--- src/touch_pkg.sv ---
package touch_pkg;

	// ----------------------------------------------------------------
	// Register indices, byte address is four times the index
	// ----------------------------------------------------------------
	localparam logic [7:0] IDX_GROUP_HOLD_TIMING   = 8'h23;
	localparam logic [7:0] IDX_GROUP_DUR_SLIDE     = 8'h24;
	localparam logic [7:0] IDX_AUTO_RECAL_ENABLE   = 8'h25;
	localparam logic [7:0] IDX_MANUAL_RECAL_TRIG   = 8'h26;
	localparam logic [7:0] IDX_GROUPED_RECAL_TRIG  = 8'h46;
	localparam logic [7:0] IDX_GROUP_CTRL          = 8'h30;
	localparam logic [7:0] IDX_SAMPLE_ENABLE       = 8'h31;
	localparam logic [7:0] IDX_RECAL_STATUS        = 8'h32;

	// ----------------------------------------------------------------
	// Reset values and field positions
	// ----------------------------------------------------------------
	localparam logic [7:0] RST_GROUP_HOLD_TIMING   = 8'h47;
	localparam logic [7:0] RST_GROUP_DUR_SLIDE     = 8'hD4;
	localparam logic [7:0] RST_AUTO_RECAL_ENABLE   = 8'hFF;
	localparam logic [7:0] RST_MANUAL_RECAL_TRIG   = 8'h00;
	localparam logic [6:0] RST_GROUPED_RECAL_TRIG  = 7'h00;
	localparam logic [1:0] RST_GROUP_CTRL          = 2'h1;
	localparam logic [7:0] RST_SAMPLE_ENABLE       = 8'hFF;
	localparam int         BIT_GROUP_REPEAT_EN     = 0;
	localparam int         BIT_GROUP_MAX_RECAL_EN  = 1;
	localparam int         BIT_GROUP               = 7;
	localparam int         NUM_SENSORS             = 14;
	localparam int         NUM_SINGLE              = 7;

	// ----------------------------------------------------------------
	// Timing
	// ----------------------------------------------------------------
	localparam int         CLK_HZ                  = 10000000;
	localparam int         TIMEBASE_MS             = 35;
	localparam int         RECAL_MS                = 600;
	localparam int         TICK_CYCLES             = TIMEBASE_MS * (CLK_HZ / 1000);
	localparam logic [4:0] RECAL_TICKS             = 5'(RECAL_MS / TIMEBASE_MS);

	// Repeat and minimum press codes: (code + 1) ticks of 35 ms
	function automatic logic [4:0] rate_ticks(input logic [3:0] code);
		rate_ticks = {1'b0, code} + 5'h01;
	endfunction

	// Longest grouped press in ms, rounded down to whole ticks
	function automatic logic [8:0] max_dur_ticks(input logic [3:0] code);
		int ms;
		ms = 560;
		unique case (code)
			4'h0: ms = 560;
			4'h1: ms = 840;
			4'h2: ms = 1120;
			4'h3: ms = 1400;
			4'h4: ms = 1680;
			4'h5: ms = 2240;
			4'h6: ms = 2800;
			4'h7: ms = 3360;
			4'h8: ms = 3920;
			4'h9: ms = 4480;
			4'hA: ms = 5600;
			4'hB: ms = 6720;
			4'hC: ms = 7840;
			4'hD: ms = 8906;
			4'hE: ms = 10080;
			4'hF: ms = 11200;
		endcase
		max_dur_ticks = 9'(ms / TIMEBASE_MS);
	endfunction

endpackage
--- src/touch_group_ctrl.sv ---
// Register access over APB is this design's own decision.
`timescale 1ns/1ps
`default_nettype none

// Functional notes
// - Upper nibble of hold timing sets press-and-hold repeat interval, 35 ms steps.
// - Lower nibble sets minimum press time (code+1) x 35 ms, reset 0111b.
// - Grouped touch longer than minimum press time gives a press-and-hold event.
// - Grouped touch not longer than minimum press time gives a tap event.
// - Slides are independent of minimum press time and reported separately.
// - Upper nibble of second timing register is longest grouped press, reset 1101b.
// - Lower nibble is base slide repeat interval, adjusted by slide speed.
// - Auto recalibration only when enabled, ignored for sensors not sampled.
// - Bit 7 enables auto recalibration of all grouped channels together.
// - Bits 0-6 enable auto recalibration of inputs one to seven; reset all ones.
// - Manual bit starts recalibration and clears itself when it finishes.
// - Recalibration updates analog settings first, then captures base count.
// - During recalibration presses are not reported and base count is invalid.
// - Touch during recalibration invalidates that attempt.
// - Group manual bit recalibrates all grouped sensors, clears after all succeed.
// - First activate register bits 0-6 trigger inputs one to seven.
// - Second activate register bits 0-6 trigger inputs eight to fourteen.
// - With max-press recal enabled, overlong grouped press restarts recalibration.
// - With repeat enabled, hold interrupt repeats each interval while pressed.
module touch_group_ctrl #(
	parameter int unsigned TICK_CYCLES = touch_pkg::TICK_CYCLES
) (
	input  wire logic        sys_clk,
	input  wire logic        sys_rst,
	input  wire logic        psel,
	input  wire logic        penable,
	input  wire logic        pwrite,
	input  wire logic [11:0] paddr,
	input  wire logic [31:0] pwdata,
	output logic             pready,
	output logic [31:0]      prdata,
	output logic             pslverr,
	input  wire logic [13:0] touch_in,
	input  wire logic [13:0] auto_recal_req,
	input  wire logic        slide_det,
	input  wire logic        slide_active,
	input  wire logic [1:0]  slide_speed,
	output logic [13:0]      touch_valid,
	output logic [13:0]      recal_active,
	output logic [13:0]      analog_update,
	output logic [13:0]      base_capture,
	output logic             tap_event,
	output logic             hold_event,
	output logic             hold_repeat_event,
	output logic             slide_event
);

	// ----------------------------------------------------------------
	// State
	// ----------------------------------------------------------------
	typedef struct packed {
		logic [18:0]      tick_cnt;
		logic [7:0]       hold_timing;
		logic [7:0]       dur_slide;
		logic [7:0]       auto_en;
		logic [7:0]       man_trig;
		logic [6:0]       grp_trig;
		logic [1:0]       ctrl;
		logic [7:0]       samp_en;
		logic [6:0]       grp_done;
		logic [13:0][4:0] rc_cnt;
		logic [13:0]      rc_active;
		logic [13:0]      analog_upd;
		logic [13:0]      base_cap;
		logic [13:0]      valid;
		logic [8:0]       press_ticks;
		logic             pressed;
		logic             held;
		logic             max_fired;
		logic [4:0]       rpt_ticks;
		logic [4:0]       slide_ticks;
		logic             tap;
		logic             hold;
		logic             hold_rpt;
		logic             slide;
		logic             ready;
		logic [31:0]      rdata;
		logic             slverr;
	} state_t;

	state_t r;
	state_t next_r;

	function automatic logic [11:0] addr_of(input logic [7:0] idx);
		addr_of = {2'b00, idx, 2'b00};
	endfunction

	logic        tick;
	logic        setup;
	logic        wr;
	logic        hit;
	logic [31:0] rd_val;
	logic        grp_touch;
	logic [4:0]  mpress;
	logic [4:0]  hold_iv;
	logic [4:0]  slide_iv;
	logic [13:0] cen;
	logic [13:0] start_req;
	logic        grp_all_done;

	// ----------------------------------------------------------------
	// Register read decode
	// ----------------------------------------------------------------
	always_comb
	begin
		hit = 1'b1;
		rd_val = 32'h0000_0000;
		unique case (paddr)
			addr_of(touch_pkg::IDX_GROUP_HOLD_TIMING):  rd_val[7:0] = r.hold_timing;
			addr_of(touch_pkg::IDX_GROUP_DUR_SLIDE):    rd_val[7:0] = r.dur_slide;
			addr_of(touch_pkg::IDX_AUTO_RECAL_ENABLE):  rd_val[7:0] = r.auto_en;
			addr_of(touch_pkg::IDX_MANUAL_RECAL_TRIG):  rd_val[7:0] = r.man_trig;
			addr_of(touch_pkg::IDX_GROUPED_RECAL_TRIG): rd_val[6:0] = r.grp_trig;
			addr_of(touch_pkg::IDX_GROUP_CTRL):         rd_val[1:0] = r.ctrl;
			addr_of(touch_pkg::IDX_SAMPLE_ENABLE):      rd_val[7:0] = r.samp_en;
			addr_of(touch_pkg::IDX_RECAL_STATUS):       rd_val[13:0] = r.rc_active;
			default:                                    hit = 1'b0;
		endcase
	end

	// ----------------------------------------------------------------
	// Next state
	// ----------------------------------------------------------------
	always_comb
	begin
		next_r = r;
		// One shared 35 ms tick drives every interval
		tick = (r.tick_cnt == 19'(TICK_CYCLES - 1));
		next_r.tick_cnt = tick ? 19'h0_0000 : r.tick_cnt + 19'h0_0001;

		// Ready one cycle after setup, so the access phase lasts one cycle
		setup = psel && !penable && !r.ready;
		wr = psel && penable && r.ready && pwrite;
		next_r.ready = setup;
		next_r.rdata = setup && !pwrite && hit ? rd_val : 32'h0000_0000;
		next_r.slverr = setup && !hit;

		mpress = touch_pkg::rate_ticks(r.hold_timing[3:0]);
		hold_iv = touch_pkg::rate_ticks(r.hold_timing[7:4]);
		// Faster slides shorten the repeat interval, never below one tick
		slide_iv = touch_pkg::rate_ticks(r.dur_slide[3:0]) >> slide_speed;
		if (slide_iv == 5'h00)
			slide_iv = 5'h01;

		for (int i = 0; i < touch_pkg::NUM_SENSORS; i++)
		begin
			// Grouped channels share bit 7; unsampled sensors never auto recal
			if (i < touch_pkg::NUM_SINGLE)
				cen[i] = r.auto_en[i] && r.samp_en[i];
			else
				cen[i] = r.auto_en[touch_pkg::BIT_GROUP] && r.samp_en[touch_pkg::BIT_GROUP];
		end

		grp_touch = |r.valid[13:7];
		start_req = cen & auto_recal_req;
		start_req[6:0] = start_req[6:0] | r.man_trig[6:0];
		start_req[13:7] = start_req[13:7] | r.grp_trig
			| ({7{r.man_trig[touch_pkg::BIT_GROUP]}} & ~r.grp_done);

		// Overlong grouped press forces the untouched grouped sensors through recalibration
		if (r.ctrl[touch_pkg::BIT_GROUP_MAX_RECAL_EN] && r.pressed && !r.max_fired
			&& r.press_ticks > touch_pkg::max_dur_ticks(r.dur_slide[7:4]))
		begin
			start_req[13:7] = 7'h7F;
			next_r.max_fired = 1'b1;
		end

		// Recalibration per sensor: analog step at start, base capture at end
		next_r.analog_upd = 14'h0000;
		next_r.base_cap = 14'h0000;
		for (int i = 0; i < touch_pkg::NUM_SENSORS; i++)
		begin
			if (r.rc_active[i] && touch_in[i])
			begin
				// Attempt spoiled; trigger bit stays set and retries on release
				next_r.rc_active[i] = 1'b0;
				next_r.rc_cnt[i] = 5'h00;
			end
			else if (r.rc_active[i])
			begin
				if (tick && r.rc_cnt[i] == 5'h01)
				begin
					next_r.rc_active[i] = 1'b0;
					next_r.rc_cnt[i] = 5'h00;
					next_r.base_cap[i] = 1'b1;
				end
				else if (tick)
					next_r.rc_cnt[i] = r.rc_cnt[i] - 5'h01;
			end
			else if (start_req[i] && !touch_in[i])
			begin
				next_r.rc_active[i] = 1'b1;
				next_r.rc_cnt[i] = touch_pkg::RECAL_TICKS;
				next_r.analog_upd[i] = 1'b1;
			end
			// Presses are hidden while the base count is being rebuilt
			next_r.valid[i] = touch_in[i] && !next_r.rc_active[i];
		end

		// Self clearing triggers; a host write in the same cycle wins
		next_r.man_trig[6:0] = r.man_trig[6:0] & ~next_r.base_cap[6:0];
		next_r.grp_trig = r.grp_trig & ~next_r.base_cap[13:7];
		next_r.grp_done = r.grp_done;
		if (r.man_trig[touch_pkg::BIT_GROUP])
			next_r.grp_done = r.grp_done | next_r.base_cap[13:7];
		grp_all_done = &next_r.grp_done;
		if (grp_all_done)
		begin
			next_r.man_trig[touch_pkg::BIT_GROUP] = 1'b0;
			next_r.grp_done = 7'h00;
		end

		if (wr)
		begin
			unique case (paddr)
				addr_of(touch_pkg::IDX_GROUP_HOLD_TIMING):  next_r.hold_timing = pwdata[7:0];
				addr_of(touch_pkg::IDX_GROUP_DUR_SLIDE):    next_r.dur_slide = pwdata[7:0];
				addr_of(touch_pkg::IDX_AUTO_RECAL_ENABLE):  next_r.auto_en = pwdata[7:0];
				addr_of(touch_pkg::IDX_MANUAL_RECAL_TRIG):  next_r.man_trig = next_r.man_trig | pwdata[7:0];
				addr_of(touch_pkg::IDX_GROUPED_RECAL_TRIG): next_r.grp_trig = next_r.grp_trig | pwdata[6:0];
				addr_of(touch_pkg::IDX_GROUP_CTRL):         next_r.ctrl = pwdata[1:0];
				addr_of(touch_pkg::IDX_SAMPLE_ENABLE):      next_r.samp_en = pwdata[7:0];
				default:                                    next_r.ctrl = next_r.ctrl;
			endcase
		end

		// Grouped press timing: tap on short release, hold when threshold passed
		next_r.tap = 1'b0;
		next_r.hold = 1'b0;
		next_r.hold_rpt = 1'b0;
		if (grp_touch)
		begin
			next_r.pressed = 1'b1;
			if (tick && r.press_ticks != 9'h1FF)
				next_r.press_ticks = r.press_ticks + 9'h001;
			if (tick && !r.held && r.press_ticks == {4'h0, mpress})
			begin
				next_r.held = 1'b1;
				next_r.hold = 1'b1;
				next_r.rpt_ticks = 5'h00;
			end
			else if (tick && r.held)
			begin
				if (r.rpt_ticks + 5'h01 >= hold_iv)
				begin
					next_r.rpt_ticks = 5'h00;
					next_r.hold_rpt = r.ctrl[touch_pkg::BIT_GROUP_REPEAT_EN];
				end
				else
					next_r.rpt_ticks = r.rpt_ticks + 5'h01;
			end
		end
		else
		begin
			next_r.tap = r.pressed && !r.held;
			next_r.pressed = 1'b0;
			next_r.held = 1'b0;
			next_r.max_fired = 1'b0;
			next_r.press_ticks = 9'h000;
			next_r.rpt_ticks = 5'h00;
		end

		// Slides run on their own counter, untouched by press timing
		next_r.slide = 1'b0;
		if (slide_det)
		begin
			next_r.slide = 1'b1;
			next_r.slide_ticks = 5'h00;
		end
		else if (slide_active && tick)
		begin
			if (r.slide_ticks + 5'h01 >= slide_iv)
			begin
				next_r.slide = 1'b1;
				next_r.slide_ticks = 5'h00;
			end
			else
				next_r.slide_ticks = r.slide_ticks + 5'h01;
		end
		else if (!slide_active)
			next_r.slide_ticks = 5'h00;
	end

	// ----------------------------------------------------------------
	// Registers
	// ----------------------------------------------------------------
	always_ff @(posedge sys_clk)
	begin
		if (sys_rst)
		begin
			r <= '0;
			r.hold_timing <= touch_pkg::RST_GROUP_HOLD_TIMING;
			r.dur_slide <= touch_pkg::RST_GROUP_DUR_SLIDE;
			r.auto_en <= touch_pkg::RST_AUTO_RECAL_ENABLE;
			r.man_trig <= touch_pkg::RST_MANUAL_RECAL_TRIG;
			r.grp_trig <= touch_pkg::RST_GROUPED_RECAL_TRIG;
			r.ctrl <= touch_pkg::RST_GROUP_CTRL;
			r.samp_en <= touch_pkg::RST_SAMPLE_ENABLE;
		end
		else
			r <= next_r;
	end

	assign pready = r.ready;
	assign prdata = r.rdata;
	assign pslverr = r.slverr;
	assign touch_valid = r.valid;
	assign recal_active = r.rc_active;
	assign analog_update = r.analog_upd;
	assign base_capture = r.base_cap;
	assign tap_event = r.tap;
	assign hold_event = r.hold;
	assign hold_repeat_event = r.hold_rpt;
	assign slide_event = r.slide;
endmodule

`default_nettype wire

--- config.mk ---
export PLATFORM = sky130hd
export DESIGN_NAME = touch_group_ctrl
export DESIGN_NICKNAME = d
export VERILOG_FILES = /design/src/touch_pkg.sv /design/src/touch_group_ctrl.sv
export SDC_FILE = /design/constraint.sdc
export NUM_CORES = 1
export LEC_CHECK = 0
export BUFFER_PORTS_ARGS = -buffer_cell sky130_fd_sc_hd__buf_2
export CORE_MARGIN = 3
export CORE_UTILIZATION = 50
export DETAILED_ROUTE_END_ITERATION = 6
export PLACE_DENSITY = 0.7
export SLEW_MARGIN = 20
export SYNTH_ARGS = -nofsm -noshare
export SYNTH_HDL_FRONTEND = slang
export SYNTH_SLANG_ARGS = --single-unit
--- constraint.sdc ---
create_clock -name sys_clk -period 12.5 [get_ports sys_clk]
set_input_delay 1.25 -clock sys_clk [delete_from_list [all_inputs] [get_ports sys_clk]]
set_output_delay 1.25 -clock sys_clk [all_outputs]
set_load 0.05 [all_outputs]
==> results of run 1 <==
-- routing by layer --
metal,global-route usage [%],up-vias
li1,-,7144
met1,29.67,6820
met2,40.43,365
met3,3.049,90
met4,7.983,4
met5,0,-
-- sequential cells by signal (all words and copies together), names as in the netlist, 14 cells and up, named ones only --
name           flops
touch_valid       14
prdata            14
r                167
base_capture      14
recal_active      14
analog_update     14
-- synth_stat cells (7+ instances only) --
cell	count
sky130_fd_sc_hd__dfxtp_1	255
sky130_fd_sc_hd__nor2b_1	43
sky130_fd_sc_hd__mux2i_1	34
sky130_fd_sc_hd__nand3b_1	27
sky130_fd_sc_hd__a31oi_1	26
sky130_fd_sc_hd__inv_1	70
sky130_fd_sc_hd__xnor2_1	54
sky130_fd_sc_hd__ha_1	66
sky130_fd_sc_hd__a221oi_1	13
sky130_fd_sc_hd__o31ai_1	12
sky130_fd_sc_hd__and3_1	26
sky130_fd_sc_hd__a22oi_1	12
sky130_fd_sc_hd__o211ai_1	9
sky130_fd_sc_hd__mux2_2	8
sky130_fd_sc_hd__o21a_1	8
sky130_fd_sc_hd__a211o_1	21
sky130_fd_sc_hd__o21ai_0	61
sky130_fd_sc_hd__o21ai_1	7
sky130_fd_sc_hd__nand2b_1	34
sky130_fd_sc_hd__nand2_1	183
sky130_fd_sc_hd__nor3_1	32
sky130_fd_sc_hd__nand4_1	34
sky130_fd_sc_hd__or2_2	11
sky130_fd_sc_hd__o211a_1	13
sky130_fd_sc_hd__a21o_1	19
sky130_fd_sc_hd__a21oi_1	141
sky130_fd_sc_hd__o22ai_1	9
sky130_fd_sc_hd__a222oi_1	8
sky130_fd_sc_hd__nor4b_1	8
sky130_fd_sc_hd__a211oi_1	17
sky130_fd_sc_hd__nor2_1	247
sky130_fd_sc_hd__or3_1	20
sky130_fd_sc_hd__and2_1	24
sky130_fd_sc_hd__nor4_1	29
sky130_fd_sc_hd__xor2_1	30
sky130_fd_sc_hd__clkbuf_1	71
sky130_fd_sc_hd__nand3_1	79
sky130_fd_sc_hd__buf_4	88
-- power by group through the flow --
stage,Sequential (W),Clock [W],Combinational (W)
3_5_place_dp,0.000873,0,0.000159
3_3_place_gp,0.000873,0,0.000156
4_1_cts,0.000856,0.000897,0.000160
6_report,0.000856,0.000885,0.000160
5_1_grt,0.000859,0.000931,0.000176
2_1_floorplan,0.000864,0,0.000137
-- area by class of cell --
| class | count | area, um^2 |
|---|---|---|
| tap | 402 | 503.0 |
| clock inverter | 14 | 237.7 |
| antenna | 1 | 2.502 |
| timing repair buffer | 147 | 788.3 |
| clock buffer | 35 | 755.7 |
| inverter | 73 | 274.0 |
| fill | 2923 | 14090 |
| multi-input combinational | 1529 | 9883 |
| sequential | 255 | 5106 |
-- per-stage QoR --
stage | worst slack, ps | power [W] | cells
finish | 961.5 | 0.001902 | 2456
global route | 58.71 | 0.001966 | 2456
CTS | 417.8 | 0.001912 | 2454
detailed placement | 477.1 | 0.001032 | 2405
global placement | 719.3 | 0.001029 | 2405
floorplan | 2027 | 0.001002 | 2028
-- worst max-delay path, delay by kind of cell (launching register included) --
family                     cells  cell delay [ps]
and+or+nand+nor               19             3530
adders and majority gates      4              990
AOI/OAI and AO/OA             21             4410
DFF                            1              440
buffers and inverters          3              550
muxes                          3              940
xor gates and xnor gates       3              560
-- worst max path at each step --
stage,start,to,slack (ps),depth (start not counted)
floorplan,flop,r[164]$_SDFFE_PP0P_,2030,54
global placement,flop,r[164]$_SDFFE_PP0P_,720,52
detailed placement,flop,r[164]$_SDFFE_PP0P_,480,52
CTS,flop,r[164]$_SDFFE_PP0P_,420,52
global route,flop,r[164]$_SDFFE_PP0P_,60,53
finish,flop,r[164]$_SDFFE_PP0P_,960,53
-- repair_timing --
action                                  in CTS  in global routing
setup buffers                                0                  1
endpoints found under the setup margin       0                 38
gates resized for setup                      0                 10
-- cells by family after synthesis --
kind of cell	after synthesis	share of synthesized area (%)
AOI/OAI and AO/OA	472	21.02
xor gates and xnor gates	85	4.737
adders and majority gates	67	5.187
and+or+nand+nor	840	26.30
muxes	47	3.168
DFF	255	31.68
other	1	0.02327
buffers and inverters	244	7.882
==> metrics.md, run 1 <==
| Metric | Value |
|---|---|
| Result of the run | `finished, final reports clean` |
| Vias/cell | `between 5 and 6` |
| Setup violation total in the final timing report | `0` |
| Clock root buffer master | `sky130_fd_sc_hd__clkbuf_16` |
| Worst setup path category | `flop to flop` |
| Switching part of the total power | `between 20 and 25%` |
| Number of H-tree branching levels | `1` |
| Hold Crit Start | `r[48]$_SDFFE_PP0N_` |
| Die width | `approximately 190 um` |
| Row cnt | `65` |
| Via count | `~14000` |
| Via count of the first global-routing pass | `around 14000` |
| Half-perimeter wire length of the detailed placement result | `30390 um` |
| Slowest library cell on the worst path | `sky130_fd_sc_hd__or4_1` |
| Most common library cell in the layout ignoring fill and taps | `sky130_fd_sc_hd__dfxtp_1` |
| Maximum operating frequency | `between 80 and 90 MHz` |
| Latest clock arrival within the worst-skew pair | `540 ps` |
| Post-Route Setup TNS | `0 ps` |
| Destination of the worst hold path | `r[48]$_SDFFE_PP0N_` |
| Area of placed instances | `16480 um^2` |
| Total Routed Length | `41030 um` |
| Power per Cell Area | `approximately 110 nW/um^2` |
| Average cell area after synthesis | `between 8 and 9 um^2` |
| Worst Reg2Reg Path Length in Cells | `53` |
| Post-route antenna net violation count | `0` |
| Wire length on met2 | `19430 um` |
| Synth async-reset ratio | `0%` |
| Static Leak | `7.036 nW` |
| Number of distinct standard cells referenced by the synthesized netlist | `around 120` |
| Sequential fraction of the synthesis area | `between 30% and 40%` |
| Pins Over Slew Limit | `0` |
| Overall Global Routing Usage | `between 20 and 25%` |
| Number of enable-type register cells in the synthesized netlist | `0` |
| Slew at the pin with the worst max-slew slack | `962.7 ps` |
| Core Region | `between 30000 and 40000 um^2` |
| Ranking of synthesized cells by area | `sky130_fd_sc_hd__dfxtp_1 (32%), sky130_fd_sc_hd__nor2_1 (5.8%), sky130_fd_sc_hd__ha_1 (5.1%), sky130_fd_sc_hd__a21oi_1 (4.4%), sky130_fd_sc_hd__nand2_1 (4.3%)` |
| Hold-fix buffers, CTS | `0` |
| Worst hold path cell count | `2` |
| Final period demand of the worst path | `approximately 12000 ps` |
| Post-synthesis instance area | `approximately 16000 um^2` |
| Ys flop type | `sky130_fd_sc_hd__dfxtp_1` |
| Synth Warn # | `0` |
| Setup repair after global routing missed its margin | `false` |
| Floorplan die height | `around 190 um` |
| Max VDD drop | `roughly 110 uV` |
| Internal power contribution | `approximately 0.0014 W` |
| Final standard cell utilization of the core | `between 50 and 60%` |
| Met1 Wirelength | `roughly 18000 um` |
| Relative slew margins | `35.69%` |
| Total CTS buffers | `27` |
| Pin count of the biggest net entering global routing | `62` |
| Critical Path Source Type | `flop` |
| Length of the first detailed-routing pass in iterations | `5` |
| Required time worst endpoint | `approximately 13000 ps` |
| Final worst-path cycle share | `~90%` |
| Critical path peak fanout | `13` |
| Layout overhead on the synthesized area | `8.922%` |
| Yosys top cell area share | `around a third` |
| Worst stage delay on the critical path | `680 ps` |
| Most area-hungry cell type in the Yosys netlist | `sky130_fd_sc_hd__dfxtp_1` |
| Top library cells by usage in the layout, fill and taps aside | `sky130_fd_sc_hd__dfxtp_1 (254), sky130_fd_sc_hd__nor2_1 (246), sky130_fd_sc_hd__nand2_1 (183)` |
| Net Sw Power | `0.0004666 W` |
| Data arrival time of the worst path | `between 10000 and 15000 ps` |
| Combinational power share | `8.4%` |
| Register-to-register setup slack | `between 900 and 1000 ps` |
| Net count reported at finish | `2180` |
| #FFs+latches synth | `approximately 260` |
| WL/cell | `about 17 um` |
| # Max-Cap Violations | `0` |
| Post-route clock skew | `~14 ps` |
| Final Hold Vio Count | `0` |
| Clock sink count | `255` |
| I/O pins | `between 150 and 200` |
| Proportion of layout cells with a drive suffix above 1 | `14.08%` |
| CTS tree | `built` |
| Clock network fraction of total power | `about 47%` |
| Initial antenna violation count | `3` |
| Area of the die | `between 30000 and 40000 um^2` |
| DRC marker count from the first detailed-route iteration | `between 1000 and 1500` |
| CP Capture Type | `flop` |
| Maximum buffer depth of the clock tree | `3` |
| Weighted congestion at the end of routability-driven global placement | `roughly 0.87` |
| Wire length of the first global-routing pass | `around 67000 um` |
| Number of design rule violations left after detail routing | `0` |
| Port-buffer cells | `132` |
| Effective utilization at floorplan | `between 50% and 60%` |
| Post-Layout Inst Area | `roughly 18000 um^2` |
| Tightest hold margin | `446.3 ps` |
| Highest metal layer with signal wires | `met5` |
| Mapped Cells | `approximately 2000` |
| Clock slew at the register clock pins of the worst setup and hold paths | `~60 ps` |
| Worst min path class | `flop to flop` |
| Power share of the sequential group | `roughly 45%` |
| Overflow after GRT | `0` |
| Met3 routed WL | `2011 um` |
| Reg-to-reg critical path endpoint | `r[164]$_SDFFE_PP0P_` |
Note: power is estimated with default switching activity, not from simulation.
==> run 2: changes to the inputs <==
--- a/config.mk
+++ b/config.mk
@@ -8,6 +8,7 @@
 export BUFFER_PORTS_ARGS = -buffer_cell sky130_fd_sc_hd__buf_2
 export CORE_MARGIN = 3
 export CORE_UTILIZATION = 50
+export CTS_BUF_LIST = sky130_fd_sc_hd__clkbuf_4 sky130_fd_sc_hd__clkbuf_8 sky130_fd_sc_hd__clkbuf_16
 export DETAILED_ROUTE_END_ITERATION = 6
 export PLACE_DENSITY = 0.7
 export SLEW_MARGIN = 20
==> metrics.md, run 2 (synthesis results as in run 1) <==
| Metric | Value |
|---|---|
| Area of the die | `approximately 34000 um^2` |
| Setup violation total in the final timing report | `0` |
| Worst stage delay on the critical path | `between 600 and 700 ps` |
| Pins Over Slew Limit | `0` |
| Dpl ws | `477.1 ps` |
| Weighted congestion at the end of routability-driven global placement | `between 0.8 and 0.9` |
| Area of the multi-input gates | `~10000 um^2` |
| Final period demand of the worst path | `roughly 12000 ps` |
| Top library cells by usage in the layout, fill and taps aside | `sky130_fd_sc_hd__dfxtp_1 (254), sky130_fd_sc_hd__nor2_1 (246), sky130_fd_sc_hd__nand2_1 (183)` |
| WL/cell | `around 17 um` |
| Initial antenna violation count | `3` |
| Number of design rule violations left after detail routing | `0` |
| Slew at the pin with the worst max-slew slack | `963.1 ps` |
| Number of flip-flops in the largest register | `about 170` |
| Total Routed Length | `a little over 40000 um` |
| DRC marker count from the first detailed-route iteration | `about 1100` |
| # Max-Cap Violations | `0` |
| Post-Route Setup TNS | `0 ps` |
| Static Leak | `7.047 nW` |
| Overall Global Routing Usage | `a little under a quarter` |
| Length of the first detailed-routing pass in iterations | `5` |
| Post-route clock skew | `13.35 ps` |
| Via count | `between 10000 and 15000` |
| Proportion of layout cells with a drive suffix above 1 | `14.22%` |
| Relative slew margins | `a little over a third` |
| Floorplan die height | `around 190 um` |
| Power per Cell Area | `between 100 and 150 nW/um^2` |
| Latest clock arrival within the worst-skew pair | `roughly 540 ps` |
| Port-buffer cells | `about 130` |
| Maximum operating frequency | `roughly 87 MHz` |
| CP Capture Type | `flop` |
| Layout overhead on the synthesized area | `8.992%` |
| Data arrival time of the worst path | `11970 ps` |
| Pin count of the biggest net entering global routing | `62` |
| Clock slew at the register clock pins of the worst setup and hold paths | `60 ps` |
| Half-perimeter wire length of the detailed placement result | `between 30000 and 40000 um` |
| Largest Register | `r` |
| Category of cells accounting for the largest share of critical-path delay | `compound AO/OA/AOI/OAI gates` |
| Wire length of the first global-routing pass | `just under 70000 um` |
| Via count of the first global-routing pass | `13520` |
| Row cnt | `between 60 and 70` |
| Critical Path Source Type | `flop` |
| Overflow after GRT | `0` |
| Setup repair after global routing missed its margin | `false` |
| Buf+Inv Stages, Crit Path | `3` |
| Result of the run | `finished, final reports clean` |
| Worst setup path category | `flop to flop` |
| Most common library cell in the layout ignoring fill and taps | `sky130_fd_sc_hd__dfxtp_1` |
| Die width | `roughly 190 um` |
| Final Hold Vio Count | `0` |
| Number of inserted filler cells in the final layout | `approximately 2900` |
| Net count reported at finish | `between 2000 and 2500` |
| Required time worst endpoint | `between 10000 and 15000 ps` |
| Core Region | `31640 um^2` |
| Number of H-tree branching levels | `1` |
| Effective utilization at floorplan | `50.93%` |
| Register area | `between 5000 and 6000 um^2` |
| Clock sink count | `approximately 260` |
| Final standard cell utilization of the core | `55.51%` |
| Vias/cell | `5.876` |
| Final worst-path cycle share | `92.33%` |
| Critical path peak fanout | `13` |
| Max VDD drop | `~110 uV` |
| Slowest library cell on the worst path | `sky130_fd_sc_hd__or4_1` |
| Total CTS buffers | `27` |
| Post-route antenna net violation count | `0` |
| Maximum buffer depth of the clock tree | `3` |
| Worst min path class | `flop to flop` |
| CTS tree | `built` |
| Fin worst setup slack | `958.2 ps` |
| I/O pins | `around 180` |
| Clock root buffer master | `sky130_fd_sc_hd__clkbuf_16` |
-- run 2: layout make-up --
type,count,share of cell area [%]
multi-input cells,1529,56.28
flip-flops and latches,255,29.08
repair buffers,147,4.488
clock buffers,35,4.367
well taps,402,2.864
inverters,73,1.560
clock inverters,14,1.354
diodes,1,0.01425
-- run 2: where the power goes --
| part | total, W | switching [W] | internal, W |
|---|---|---|---|
| logic | 0.000160 | 0.000109 | 0.0000510 |
| registers | 0.000856 | 0.0000235 | 0.000833 |
| clock network | 0.000892 | 0.000334 | 0.000558 |
-- run 2: through the flow --
step	instances	power, W	cell area (um^2)	hold slack [ps]
after CTS	2454	0.001919	17480	452.0
after detailed placement	2405	0.001032	16480	442.0
after global routing	2456	0.001972	17560	474.5
after floorplan	2028	0.001002	16180	417.5
final	2456	0.001908	17560	446.3
after global placement	2405	0.001029	16480	428.4
-- run 2: tightest hold or removal path: stages, from the launching register on --
cell                      delay (ps)
sky130_fd_sc_hd__dfxtp_1         310
sky130_fd_sc_hd__inv_1            40
sky130_fd_sc_hd__a21oi_1          50
-- run 2: per-layer routing --
layer	GRT usage, %	part of all wire [%]	wire length [um]	vias up
li1	-	-	-	7144
met1	29.67	44	18160	6837
met2	40.43	47	19440	358
met3	3.049	4.7	1941	88
met4	7.983	3.6	1465	4
met5	0	0.034	14	-
-- run 2: path summary, 6_finish.rpt --
check | start | endpoint | slack, ps | depth (start not counted)
worst min-delay path | r[48]$_SDFFE_PP0N_ | r[48]$_SDFFE_PP0N_ | 450 | 2
worst max register to register | flop | r[164]$_SDFFE_PP0P_ | 960 | 53
worst max-delay path | flop | r[164]$_SDFFE_PP0P_ | 960 | 53
worst min register to register | r[48]$_SDFFE_PP0N_ | r[48]$_SDFFE_PP0N_ | 450 | 2
-- run 2: timing repair --
item	4_1_cts	5_1_grt
resized for setup	0	10
buffers inserted	0	1
hold buffers	0	0
endpoints found under the setup margin	0	38
==> run 3: changes to the inputs <==
--- a/config.mk
+++ b/config.mk
@@ -6,9 +6,10 @@
 export NUM_CORES = 1
 export LEC_CHECK = 0
 export BUFFER_PORTS_ARGS = -buffer_cell sky130_fd_sc_hd__buf_2
-export CORE_MARGIN = 3
+export CORE_MARGIN = 2
 export CORE_UTILIZATION = 50
 export CTS_BUF_LIST = sky130_fd_sc_hd__clkbuf_4 sky130_fd_sc_hd__clkbuf_8 sky130_fd_sc_hd__clkbuf_16
+export CTS_CLUSTER_DIAMETER = 80
 export DETAILED_ROUTE_END_ITERATION = 6
 export PLACE_DENSITY = 0.7
 export SLEW_MARGIN = 20
==> constraint.sdc (replaced) <==
create_clock -name sys_clk -period 12.5 [get_ports sys_clk]
set_input_delay 0 -clock sys_clk [delete_from_list [all_inputs] [get_ports sys_clk]]
set_output_delay 0 -clock sys_clk [all_outputs]
set_load 0.05 [all_outputs]
==> metrics.md, run 3 (synthesis results as in run 1) <==
| Metric | Value |
|---|---|
| Result of the run | `finished, final reports clean` |
| # Max-Cap Violations | `0` |
| Top library cells by usage in the layout, fill and taps aside | `sky130_fd_sc_hd__dfxtp_1 (255), sky130_fd_sc_hd__nor2_1 (247), sky130_fd_sc_hd__nand2_1 (183)` |
| Via count of the first global-routing pass | `approximately 14000` |
| Layout overhead on the synthesized area | `11.04%` |
| Number of design rule violations left after detail routing | `0` |
| Largest Register | `r` |
| Clock root buffer master | `sky130_fd_sc_hd__clkbuf_16` |
| Pins Over Slew Limit | `0` |
| Final period demand of the worst path | `around 12000 ps` |
| I/O pins | `roughly 180` |
| Worst min path class | `primary input to flop` |
| Power per Cell Area | `slightly above 100 nW/um^2` |
| Vias/cell | `5.918` |
| Static Leak | `7.187 nW` |
| Power, Total | `approximately 0.0019 W` |
| Net Sw Power | `~0.00047 W` |
| CP Capture Type | `flop` |
| Required time worst endpoint | `roughly 13000 ps` |
| Post-route antenna net violation count | `0` |
| Critical path peak fanout | `16` |
| Post-route clock skew | `just under 30 ps` |
| Clock network fraction of total power | `between 40 and 50%` |
| Weighted congestion at the end of routability-driven global placement | `about 0.88` |
| Max VDD drop | `~100 uV` |
| Setup violation total in the final timing report | `0` |
| Length of the first detailed-routing pass in iterations | `7` |
| Category of cells accounting for the largest share of critical-path delay | `compound AO/OA/AOI/OAI gates` |
| Number of flip-flops in the largest register | `around 170` |
| Slowest library cell on the worst path | `sky130_fd_sc_hd__or4_4` |
| Clock sink count | `between 200 and 300` |
| Total Routed Length | `around 42000 um` |
| CTS tree | `built` |
| Effective utilization at floorplan | `50.93%` |
| Combinational power share | `under 10%` |
| Latest clock arrival within the worst-skew pair | `around 560 ps` |
| Proportion of layout cells with a drive suffix above 1 | `a little over an eighth` |
| Final Hold Vio Count | `0` |
| Net count reported at finish | `between 2000 and 2500` |
| Relative slew margins | `a little over a third` |
| Most common library cell in the layout ignoring fill and taps | `sky130_fd_sc_hd__dfxtp_1` |
| Total CTS buffers | `28` |
| Overall Global Routing Usage | `about a quarter` |
| Die width | `roughly 180 um` |
| Power share of the sequential group | `46.1%` |
| Worst setup path category | `flop to flop` |
| Wire length of the first global-routing pass | `approximately 70000 um` |
| Buf+Inv Stages, Crit Path | `2` |
| Area of the die | `about 34000 um^2` |
| Pin count of the biggest net entering global routing | `80` |
| Initial antenna violation count | `1` |
| Core Region | `around 32000 um^2` |
| Hold Crit Start | `paddr[4]` |
| Clock slew at the register clock pins of the worst setup and hold paths | `~60 ps` |
| Overflow after GRT | `0` |
| Final worst-path cycle share | `between 90 and 100%` |
| WL/cell | `between 15 and 20 um` |
| Tightest hold margin | `approximately 21 ps` |
| Port-buffer cells | `132` |
| Floorplan die height | `183.5 um` |
| Internal power contribution | `about 0.0014 W` |
| Setup repair after global routing missed its margin | `false` |
| Critical Path Source Type | `flop` |
| Maximum operating frequency | `approximately 87 MHz` |
| Post-Route Setup TNS | `0 ps` |
| Worst stage delay on the critical path | `between 600 and 700 ps` |
| Slew at the pin with the worst max-slew slack | `about 950 ps` |
| Via count | `around 15000` |
| Data arrival time of the worst path | `around 12000 ps` |
| Half-perimeter wire length of the detailed placement result | `roughly 30000 um` |
| Number of H-tree branching levels | `1` |
| DRC marker count from the first detailed-route iteration | `996` |
| Switching part of the total power | `about a quarter` |
| Row cnt | `65` |
| Maximum buffer depth of the clock tree | `3` |
[run 3: worst paths after layout]
path                            depth (start not counted)  slack (ps)                   to
worst min register to register                          1         450    r[242]$_SDFF_PP0_
worst max-delay path                                   52         950  r[164]$_SDFFE_PP0P_
worst max register to register                         52         950  r[164]$_SDFFE_PP0P_
worst min-delay path                                    6          20  r[235]$_SDFFE_PP1P_
[run 3: metrics by stage]
step                      setup WS [ps]  cell area [um^2]  util, %  cells
final                             954.0             17890    56.56   2502
after global routing              66.13             17890    56.55   2501
after CTS                         529.0             17860    56.45   2499
after detailed placement          561.1             16440    51.96   2400
after global placement            836.9             16430    51.94   2400
after floorplan                    2027             16180        -   2028
[run 3: timing repair]
item	in CTS	in global routing
gates resized for setup	0	3
endpoints found under the hold margin	187	0
buffers inserted	0	2
hold buffers	48	0
setup endpoints to repair	0	25
[run 3: final cells by class]
cell class,instances,area [um^2]
inverter,73,274.0
antenna,1,2.502
clock inverter,11,128.9
timing repair buffer,191,1226
fill,2873,13740
multi-input combinational,1529,9843
sequential,255,5105
clock buffer,40,809.5
tap,402,503.0
[run 3: tightest hold or removal path: stages]
cell and delay, ps:
sky130_fd_sc_hd__buf_2 90, sky130_fd_sc_hd__nor2_1 70, sky130_fd_sc_hd__nand3_1 130, sky130_fd_sc_hd__nor4_2 90
sky130_fd_sc_hd__nand2_1 70, sky130_fd_sc_hd__nand3b_1 60
[run 3: power by group through the flow]
stage / Sequential (W) / Clock [W] / Combinational, W
2_1_floorplan: 0.000864 / 0 / 0.000137
3_3_place_gp: 0.000872 / 0 / 0.000156
3_5_place_dp: 0.000873 / 0 / 0.000159
4_1_cts: 0.000856 / 0.000840 / 0.000171
5_1_grt: 0.000859 / 0.000868 / 0.000188
6_report: 0.000856 / 0.000827 / 0.000172
[run 3: metal layers]
metal / GRT usage [%] / wire length [um] / vias to the layer above
li1: - / - / 7248
met4: 8.064 / 1213 / 0
met2: 42.29 / 20090 / 441
met5: 0 / 0 / -
met3: 2.635 / 2069 / 73
met1: 30.80 / 18600 / 7044
